--- config.mk ---
export PLATFORM = sky130hd
export DESIGN_NAME = display_bus_write_decoder
export DESIGN_NICKNAME = d
export VERILOG_FILES = /design/src/rtl/disp_wr_pkg.sv /design/src/rtl/display_bus_write_decoder.sv
export VERILOG_INCLUDE_DIRS = /design/src /design/src/rtl
export SDC_FILE = /design/constraint.sdc
export NUM_CORES = 1
export LEC_CHECK = 0
export BUFFER_PORTS_ARGS = -buffer_cell sky130_fd_sc_hd__buf_2
export CAP_MARGIN = 10
export CORE_MARGIN = 2
export CORE_UTILIZATION = 45
export CTS_BUF_LIST = sky130_fd_sc_hd__clkbuf_2
export CTS_CLUSTER_SIZE = 24
export DETAILED_ROUTE_END_ITERATION = 8
export PLACE_DENSITY = 0.86
export SLEW_MARGIN = 5
export SYNTH_ARGS = -nofsm -noshare
export SYNTH_HDL_FRONTEND = slang
export SYNTH_SLANG_ARGS = --single-unit
--- constraint.sdc ---
create_clock -name clk_i -period 2.6 [get_ports clk_i]
set_input_delay 0.13 -clock clk_i [delete_from_list [all_inputs] [get_ports clk_i]]
set_output_delay 0.13 -clock clk_i [all_outputs]
set_load 0.005 [all_outputs]
--- src/rtl/disp_wr_map.svh ---
// Constants for the display bus write decoder: bit positions, patterns, reset values.
// Assumes the module bus is sampled on clk_i and all bus levels are negative true.
//
// Overview of operation
// - Accept writes only on matching module address
// - Function bit one selects cursor row command
// - Function bit zero selects cursor column command
// - Row command stores display-off from bit seven
// - Row command captures five-bit row from bits
// - Column command captures seven-bit column, ignores bit
// - Fetch-off bit sampled on row strobe
// - Bus lines are negative true
// - No poll response is ever driven
// - Display timing derives from one clock
// - No read path back to processor
// - Strobes latch values that form cursor
`ifndef DISP_WR_MAP_SVH
`define DISP_WR_MAP_SVH

`define ADDR_WIDTH 16
`define DATA_WIDTH 8
`define ADDR_FIXED_LOW_BIT 12
`define ADDR_MOD_BIT_A 11
`define ADDR_MOD_BIT_B 10
`define ADDR_MOD_BIT_C 9
`define ADDR_MOD_BIT_D 4
`define FUNCTION_SELECT_BIT 5
`define DISPLAY_OFF_BIT 7
`define FETCH_OFF_BIT 6
`define ROW_MSB 4
`define COLUMN_MSB 6
`define ROW_WIDTH 5
`define COLUMN_WIDTH 7
`define ROW_RESET 5'h00
`define COLUMN_RESET 7'h00
`define DISPLAY_OFF_RESET 1'b0
`define FETCH_OFF_RESET 1'b0
`define DOT_RATE_KHZ 21060

`endif

--- src/rtl/disp_wr_pkg.sv ---
// Types for the display bus write decoder.
// Assumes disp_wr_map.svh is available on the include path.
package disp_wr_pkg;
  `include "disp_wr_map.svh"

  typedef struct packed {
    logic [`ROW_WIDTH-1:0] row;
    logic [`COLUMN_WIDTH-1:0] column;
    logic display_off;
    logic fetch_off;
  } cursor_state_s;

  typedef struct packed {
    logic row_take;
    logic column_take;
    logic [`DATA_WIDTH-1:0] data;
  } write_cmd_s;
endpackage

--- src/rtl/display_bus_write_decoder.sv ---
// Write-only decoder for cursor row, cursor column, display-off and fetch-off controls.
// Assumes bus inputs are synchronous to clk_i, which is the dot-rate clock.
`include "disp_wr_map.svh"

module display_bus_write_decoder #(
  parameter int unsigned ADDR_W = `ADDR_WIDTH,
  parameter int unsigned DATA_W = `DATA_WIDTH
) (
  input wire logic clk_i,
  input wire logic rst_n_i,
  input wire logic [ADDR_W-1:0] addr_n_i,
  input wire logic [DATA_W-1:0] data_n_i,
  input wire logic req_n_i,
  input wire logic write_n_i,
  input wire logic io_n_i,
  input wire logic [`ROW_WIDTH-1:0] raster_row_i,
  input wire logic [`COLUMN_WIDTH-1:0] raster_column_i,
  output logic cursor_row_strobe_o,
  output logic cursor_column_strobe_o,
  output disp_wr_pkg::cursor_state_s state_o,
  output logic cursor_here_o
);
  import disp_wr_pkg::*;

  ////////////////////////////////////////////////////////////////////////
  // Bus decode

  // Module address match on logical levels
  function automatic logic addr_hit(input logic [ADDR_W-1:0] a);
    addr_hit = !a[`ADDR_FIXED_LOW_BIT] && a[`ADDR_MOD_BIT_A] && a[`ADDR_MOD_BIT_B]
               && a[`ADDR_MOD_BIT_C] && a[`ADDR_MOD_BIT_D];
  endfunction

  logic [ADDR_W-1:0] addr;
  logic [DATA_W-1:0] data;
  logic cycle;
  logic hit;
  logic take;
  logic cycle_q;
  write_cmd_s cmd;

  assign addr = ~addr_n_i;
  assign data = ~data_n_i;
  assign cycle = !req_n_i && !write_n_i && !io_n_i;
  assign hit = addr_hit(addr);
  assign take = cycle && hit && !cycle_q;
  assign cmd.row_take = take && addr[`FUNCTION_SELECT_BIT];
  assign cmd.column_take = take && !addr[`FUNCTION_SELECT_BIT];
  assign cmd.data = data;

  always_ff @(posedge clk_i) begin
    if (!rst_n_i) begin
      cycle_q <= 1'b0;
    end else begin
      cycle_q <= cycle;
    end
  end

  ////////////////////////////////////////////////////////////////////////
  // Holding registers

  cursor_state_s state_q;
  cursor_state_s state_d;
  logic row_strobe_q;
  logic column_strobe_q;

  always_comb begin
    state_d = state_q;
    if (cmd.row_take) begin
      state_d.display_off = cmd.data[`DISPLAY_OFF_BIT];
      state_d.row = cmd.data[`ROW_MSB:0];
      state_d.fetch_off = cmd.data[`FETCH_OFF_BIT];
    end
    if (cmd.column_take) begin
      state_d.column = cmd.data[`COLUMN_MSB:0];
    end
  end

  always_ff @(posedge clk_i) begin
    if (!rst_n_i) begin
      state_q <= '{row: `ROW_RESET, column: `COLUMN_RESET,
                   display_off: `DISPLAY_OFF_RESET, fetch_off: `FETCH_OFF_RESET};
      row_strobe_q <= 1'b0;
      column_strobe_q <= 1'b0;
    end else begin
      state_q <= state_d;
      row_strobe_q <= cmd.row_take;
      column_strobe_q <= cmd.column_take;
    end
  end

  ////////////////////////////////////////////////////////////////////////
  // Cursor compare

  logic cursor_here_q;
  logic cursor_match;

  assign cursor_match = (raster_row_i == state_q.row) && (raster_column_i == state_q.column)
                        && !state_q.display_off;

  always_ff @(posedge clk_i) begin
    if (!rst_n_i) begin
      cursor_here_q <= 1'b0;
    end else begin
      cursor_here_q <= cursor_match;
    end
  end

  assign cursor_row_strobe_o = row_strobe_q;
  assign cursor_column_strobe_o = column_strobe_q;
  assign state_o = state_q;
  assign cursor_here_o = cursor_here_q;
endmodule // display_bus_write_decoder

==> results.tsv, run 1 <==
stage	metric	value	unit
run_status	outcome	finished clean	
grt	GR Overflow Total	0	
clocking	CTS Sinks	18	
hold_path	Hold WC Path Type	primary input to flop	
floorplan	row count	15	
synth	sequential share of the synthesized area	42.54	%
clocking	TritonCTS clock tree	yes	
finish	sequential standard cell area	360.3	sq um
floorplan	IO Count	58	
clocking	clock slew at reported path FFs	0.17	ns
critical_path	CP Capture Type	flop	
clocking	CTS root buf	clkbuf_2	
finish	non-filler cells, final	160	
finish	commonest cells after routing, fill and taps aside	47 x buf_2, 18 x dfxtp_1, 11 x xnor2_1	
synth	ranking of synthesized cells by area	dfxtp_1 43%, xnor2_1 11%, mux2i_1 8.3%, a211oi_1 6.2%, a31oi_1 5.2%	
critical_path	critical path class	flop to flop	
synth	post-synth top area share	42.54	%
synth	syn_nets	127	
grt	gr usage total	20.30	%
floorplan	core region area	1745	sq um
finish	Area growth, synth to finish	33.23	%
critical_path	Worst EP required	2.84	ns
synth	Synth Area per Inst	9.850	sq um
timing	Tcrit/Tclk final	62.84	%
critical_path	worst r2r src	cycle_q	
power_and_ir_drop	worst vdd ir	0.2587	mV
critical_path	crit-path max FO	10	
power_and_ir_drop	Power Density	405.9	nW/um^2
route	post-DR wirelength/cell	13.73	microns
timing	skew final	0.001854	ns
timing	setup repair after global routing missed its margin	no	
power_and_ir_drop	clock share of power	26.2	%
timing	relative slew slack	56.55	%
power_and_ir_drop	Pint	0.0003418	W
timing	final slew viol count	0	
finish	Finished Cell Area	1129	sq um
flow_run	total of max-cap violations	0	
synth	biggest area consumer among synthesized cells	dfxtp_1	
critical_path	worst r2r dst	state_o[3]	
route	Post-Route WL	2.196	mm
finish	final-layout fill cell count	151	
clocking	total CTS buffers	3	
grt	largest net degree at the start of global routing	18	
grt	antenna violations before repair	0	
finish	footprint of the multi-input gates	455.4	sq um
critical_path	element type at the critical path start	flop	
placement	Placer Congestion	0.7501	
power_and_ir_drop	LEAKAGE	0.4795	nW
hold_path	Hold EP	state_o[10]	
finish	commonest non-fill, non-tap cell in the layout	buf_2	
grt	vias in the first global route	791	
power_and_ir_drop	switching power	0.0001163	W
timing	final setup TNS	0	ns
clocking	Post-CTS Resized	0	
clocking	CTS max path bufs	2	
timing	Slew @ Worst Pin	0.6463	ns
synth	Distinct cells, synth	24	
synth	register bit total from synthesis	18	
finish	fin nets	177	
route	First DRT Iteration DRCs	15	
placement	Placement Cell Area	1090	sq um
clocking	clock insertion delay at the later pin of the skew report	0.30	ns
route	DR vias/cell	5.231	
hold_path	hold depth	2	
floorplan	die height	47.39	microns
synth	Syn Inst Count	86	
timing	Fmax	0.6121	GHz
clocking	CTS H-Tree Depth	1	
synth	Yosys warning count	0	
power_and_ir_drop	Sequential Power Share	60.6	%
floorplan	chip width	47.39	microns
hold_path	hold_sp	data_n_i[1]	
grt	first-pass GRT wire length	3.146	mm
finish	Antenna diodes	0	
timing	endpoints failing setup	0	
floorplan	Initial Util	48.53	%
placement	# port buffers	47	
route	residual DRC count	0	
critical_path	setup slack, reg-to-reg	0.97	ns
placement	Placed Cells	154	
finish	layout cells sized above 1	39.26	%
critical_path	Crit path arrival time	1.88	ns
route	1st-pass router iterations	4	
route	ANT nets after route	0	
timing	min Tclk post-route	1.634	ns
floorplan	die area	2245	sq um
timing	final hold vios	0	
placement	DP HPWL	1.733	mm
power_and_ir_drop	switch share	25.39	%
critical_path	Worst R2R Path Depth	3	
route	routed vias	837	
power_and_ir_drop	Combinational Power Share	13.2	%
synth	Syn Std Cell Area	847.1	sq um
finish	Final Util	64.66	%
-- synthesized netlist by cell type, drive strengths merged --
| master | n |
|---|---|
| clkbuf | 2 |
| and2 | 1 |
| or3 | 1 |
| xor2 | 1 |
| xnor2 | 11 |
| nor4 | 3 |
| and4 | 2 |
| a31oi | 7 |
| buf | 2 |
| a211oi | 7 |
| nand3 | 1 |
| inv | 2 |
| nand2b | 7 |
| nor2b | 1 |
| mux2i | 7 |
| nand2 | 7 |
| dfxtp | 18 |
| nor3 | 1 |
| nand4 | 3 |
| nor2 | 2 |
-- through the flow --
stage	worst slack (ns)	power (W)	hold WS, ns
after floorplan	1.372	0.0003079	0.2024
after global placement	0.9997	0.0003383	0.3174
after detailed placement	0.9379	0.0003415	0.3257
after CTS	0.9631	0.0004569	0.002084
after global routing	0.8302	0.0004718	0.001300
final	0.9662	0.0004581	0.006306
-- worst max path at each step --
stage                  from          to  slack (ns)  depth (start not counted)
4_1_cts             cycle_q  state_o[8]        0.96                          3
6_report            cycle_q  state_o[3]        0.97                          3
5_1_grt             cycle_q  state_o[7]        0.83                          3
2_1_floorplan       cycle_q  state_o[2]        1.37                          4
3_3_place_gp   addr_n_i[10]  state_o[3]         1.0                          4
3_5_place_dp   addr_n_i[10]  state_o[8]        0.94                          4
-- worst max-delay path, stage by stage, from the launching register on --
cell and delay (ns):
dfxtp_1 0.36, nor4_4 0.40, and4_1 0.57, mux2i_1 0.24
-- sequential cells by signal, indices dropped and copies added (netlist names) --
signal / count
cursor_row_strobe_o: 1
cursor_column_strobe_o: 1
state_o: 14
cycle_q: 1
cursor_here_o: 1
-- per-layer routing --
layer | vias to the layer above | GRT usage [%] | share of wire, %
met5 | - | 0 | 0
met4 | 0 | 15.00 | 2.8
met3 | 8 | 4.615 | 7.2
met2 | 49 | 35.95 | 52
met1 | 373 | 20.42 | 38
li1 | 407 | - | -
-- power by group through the flow --
| stage | Sequential (W) | Clock, W | Combinational [W] |
|---|---|---|---|
| 5_1_grt | 0.000278 | 0.000128 | 0.0000661 |
| 6_report | 0.000278 | 0.000120 | 0.0000605 |
| 4_1_cts | 0.000278 | 0.000120 | 0.0000595 |
| 3_3_place_gp | 0.000283 | 0 | 0.0000550 |
| 2_1_floorplan | 0.000283 | 0 | 0.0000246 |
| 3_5_place_dp | 0.000283 | 0 | 0.0000581 |
-- what timing repair did --
item                                   in CTS  in global routing
endpoints found under the hold margin       1                  1
hold buffers                                1                  1
setup buffers                               0                  0
-- logic make-up (layout without fill, tap and decap cells) --
group                  count (synthesis)  in the layout  synth area share (%)
AO/OA/AOI/OAI                         14             14                 11.37
multiplexers                           7              7                 8.272
XOR/XNOR                              12             12                 12.41
buffers and inverters                  6             55                 3.693
AND/OR/NAND/NOR                       29             29                 21.72
flip-flops                            18             18                 42.54
-- cell type report --
cell class              instances  area share [%]
inverters                       2          0.6652
clock buffers                   3           1.330
multi-input cells              62           40.35
clock inverters                 1          0.3326
repair buffers                 49           22.62
well taps                      25           2.772
flip-flops and latches         18           31.93
(Power assumes the default switching activity.)
==> run 2, diff against run 1 <==
Settings changed: ABC_AREA set to 1, CORE_UTILIZATION 45 to 41, PLACE_DENSITY 0.86 to 0.78.
Clock period 2.6 ns to 1.5 ns, I/O delays scaled along.
==> results.tsv, run 2 <==
stage	metric	value	unit	change
critical_path	critical path class	primary input to flop		
clocking	CTS Sinks	18		unchanged
synth	Synth Area in Compound Gates	3.860	%	-7.5 points
critical_path	crit-path max FO	2		-8
power_and_ir_drop	worst vdd ir	0.3827	mV	+48%
critical_path	worst r2r src	cycle_q		
route	post-DR wirelength/cell	10.33	microns	-25%
synth	sequential share of the synthesized area	34.74	%	-7.8 points
synth	ranking of synthesized cells by area	dfxtp_1 35%, nand2_1 16%, inv_1 14%, nand4_1 9.0%, nor2_1 9.0%		
critical_path	Worst EP required	1.76	ns	-1.08 ns
synth	Post-Synth Adder-Cell Area	0	%	unchanged
synth	largest family of logic cells by synthesized area	simple AND/OR/NAND/NOR gates		
grt	first-pass GRT wire length	3.850	mm	+22%
route	residual DRC count	0		unchanged
synth	Syn Inst Count	163		+90%
finish	layout cells sized above 1	27.78	%	-11 points
timing	Slew @ Worst Pin	0.3244	ns	-0.3219 ns
route	1st-pass router iterations	4		unchanged
run_status	outcome	finished clean		
timing	relative slew slack	78.17	%	+22 points
synth	Yosys warning count	0		unchanged
power_and_ir_drop	switch share	26.50	%	+1.1 points
clocking	CTS H-Tree Depth	1		unchanged
finish	number of flip-flops in the largest register	14		unchanged
critical_path	Crit path arrival time	1.67	ns	-0.21 ns
route	routed vias	1119		+34%
grt	vias in the first global route	935		+18%
flow_run	total of max-cap violations	0		unchanged
critical_path	Worst R2R Path Depth	7		+4
route	ANT nets after route	0		unchanged
hold_path	Hold WC Path Type	primary input to flop		
synth	number of flops mapped to enable cells by yosys	0		unchanged
power_and_ir_drop	Total Power	0.0008036	W	+75%
timing	worst hold slack	0.05228	ns	+0.04598 ns
floorplan	Initial Util	42.64	%	-5.9 points
power_and_ir_drop	Combinational Power Share	15.0	%	+1.8 points
synth	Synth Area per Inst	6.363	sq um	-35%
power_and_ir_drop	Sequential Power Share	59.8	%	-0.8 points
clocking	CTS max path bufs	2		unchanged
finish	Area growth, synth to finish	29.55	%	
floorplan	IO Count	58		unchanged
synth	Simple-Gate Fraction of Synth Area	41.50	%	+20 points
hold_path	hold_sp	data_n_i[6]		
power_and_ir_drop	Pint	0.0005906	W	+73%
finish	commonest cells after routing, fill and taps aside	47 x buf_2, 45 x nand2_1, 38 x inv_1		
grt	GR Overflow Total	0		unchanged
grt	largest net degree at the start of global routing	17		-1
critical_path	CP Capture Type	flop		
clocking	CTS root buf	clkbuf_2		
power_and_ir_drop	switching power	0.0002130	W	+83%
synth	dominant synthesized flop cell	dfxtp_1		
clocking	total CTS buffers	3		unchanged
synth	biggest area consumer among synthesized cells	dfxtp_1		
timing	final hold vios	0		unchanged
hold_path	Hold EP	state_o[0]		
finish	Antenna diodes	0		unchanged
route	First DRT Iteration DRCs	33		+18
timing	setup repair after global routing missed its margin	no		
timing	endpoints failing setup	0		unchanged
finish	commonest non-fill, non-tap cell in the layout	buf_2		
synth	post-synth top area share	34.74	%	-7.8 points
synth	XOR/XNOR Fraction of Synth Area	1.689	%	-11 points
route	DR vias/cell	4.549		-13%
synth	syn_nets	204		+61%
placement	Placement Cell Area	1275	sq um	+17%
power_and_ir_drop	Power Density	598.0	nW/um^2	+47%
hold_path	hold depth	4		+2
timing	final setup TNS	0	ns	unchanged
power_and_ir_drop	LEAKAGE	0.7479	nW	+56%
placement	Placer Congestion	0.7801		+4.0%
floorplan	die area	2948	sq um	+31%
synth	most common cell in the synthesized netlist	nand2_1		
clocking	TritonCTS clock tree	yes		
grt	gr usage total	18.49	%	-1.8 points
critical_path	element type at the critical path start	primary input		
synth	Distinct cells, synth	17		-29%
critical_path	worst r2r dst	state_o[7]		
clocking	clock insertion delay at the later pin of the skew report	0.29	ns	about the same
timing	min Tclk post-route	1.413	ns	
synth	Syn Std Cell Area	1037	sq um	+22%
synth	FFs w/ async S/R, synth	0	%	unchanged
clocking	clock slew at reported path FFs	0.17	ns	about the same
finish	fin nets	258		+46%
critical_path	setup slack, reg-to-reg	0.18	ns	-0.79 ns
placement	DP HPWL	1.830	mm	+5.6%
clocking	Post-CTS Resized	0		unchanged
finish	Finished Cell Area	1344	sq um	+19%
synth	register bit total from synthesis	18		unchanged
timing	Fmax	0.7078	GHz	
floorplan	row count	18		+3
grt	antenna violations before repair	0		unchanged
timing	final slew viol count	0		unchanged
power_and_ir_drop	clock share of power	25.2	%	-1.0 points
floorplan	chip width	54.30	microns	+15%
placement	# port buffers	47		unchanged
route	Post-Route WL	2.540	mm	+16%
floorplan	core region area	2432	sq um	+39%
synth	commonest cells in the netlist	45 x nand2_1, 38 x inv_1, 25 x nor2_1		
timing	Tcrit/Tclk final	94.19	%	
timing	skew final	0.01272	ns	+0.01087 ns
floorplan	die height	54.30	microns	+15%
synth	mux contribution to synthesized area	0	%	-8.3 points
[run 2: cell types whose count changed in the layout (fill, tap and decap cells not counted), sizes merged, moves of 11 or more]
cell | before | now
nand2 | 7 | 45
nand4 | 3 | 15
nor2 | 2 | 26
inv | 2 | 39
xnor2 | 11 | 0
[run 2: kinds of logic (layout without fill, tap and decap cells)]
group,Yosys count,count (layout)
simple gates,91,91
buf+inv,44,97
flops,18,18
compound gates,8,8
xor+xnor,2,2
[run 2: final cells by class]
type / count / area [sq um]
Sequential cell: 18 / 360.3
Clock inverter: 1 / 3.754
Clock buffer: 3 / 15.01
Timing Repair Buffer: 54 / 292.8
Multi-Input combinational cell: 101 / 488.0
Tap cell: 30 / 37.54
Inverter: 39 / 146.4
Fill cell: 267 / 1089
[run 2: stage by stage]
stage          worst slack [ns]  std cells  utilization (%)
6_report                0.08719        246            55.25
4_1_cts                  0.1454        242            54.01
2_1_floorplan            0.4294        163                -
3_3_place_gp             0.2538        236            52.42
5_1_grt                 0.06695        246            55.25
3_5_place_dp             0.2065        236            52.42
[run 2: what timing repair did]
| action | in CTS | in global routing |
|---|---|---|
| buffers inserted | 0 | 4 |
| hold buffers | 2 | 0 |
| setup endpoints to repair | 0 | 2 |
| hold endpoints to repair | 1 | 0 |
[run 2: metal layers]
| layer | track usage [%] | vias to the layer above | part of all wire, % |
|---|---|---|---|
| met5 | 0 | - | 0 |
| met3 | 2.459 | 6 | 5.4 |
| met1 | 22.86 | 475 | 43 |
| met4 | 8.750 | 0 | 2.4 |
| met2 | 31.53 | 41 | 49 |
| li1 | - | 597 | - |
[run 2: how the worst max path moves through the flow]
stage | slack [ns] | depth (start not counted) | from | end
floorplan | 0.43 | 7 | cycle_q | state_o[10]
global placement | 0.25 | 7 | cycle_q | state_o[7]
detailed placement | 0.21 | 7 | cycle_q | state_o[1]
CTS | 0.15 | 7 | cycle_q | state_o[7]
global route | 0.07 | 7 | cycle_q | state_o[5]
finish | 0.09 | 4 | io_n_i | cycle_q
[run 2: power groups by stage]
stage	Clock [W]	Sequential [W]	Combinational (W)
after floorplan	0	0.000491	0.0000607
after global placement	0	0.000491	0.000110
after detailed placement	0	0.000491	0.000112
after CTS	0.000214	0.000481	0.000115
after global routing	0.000230	0.000482	0.000133
final	0.000202	0.000481	0.000120
[run 2: critical path, stage by stage]
cell           delay [ns]
dlygate4sd3_1        0.54
buf_2                0.15
nor4_1               0.31
dlygate4sd3_1        0.59
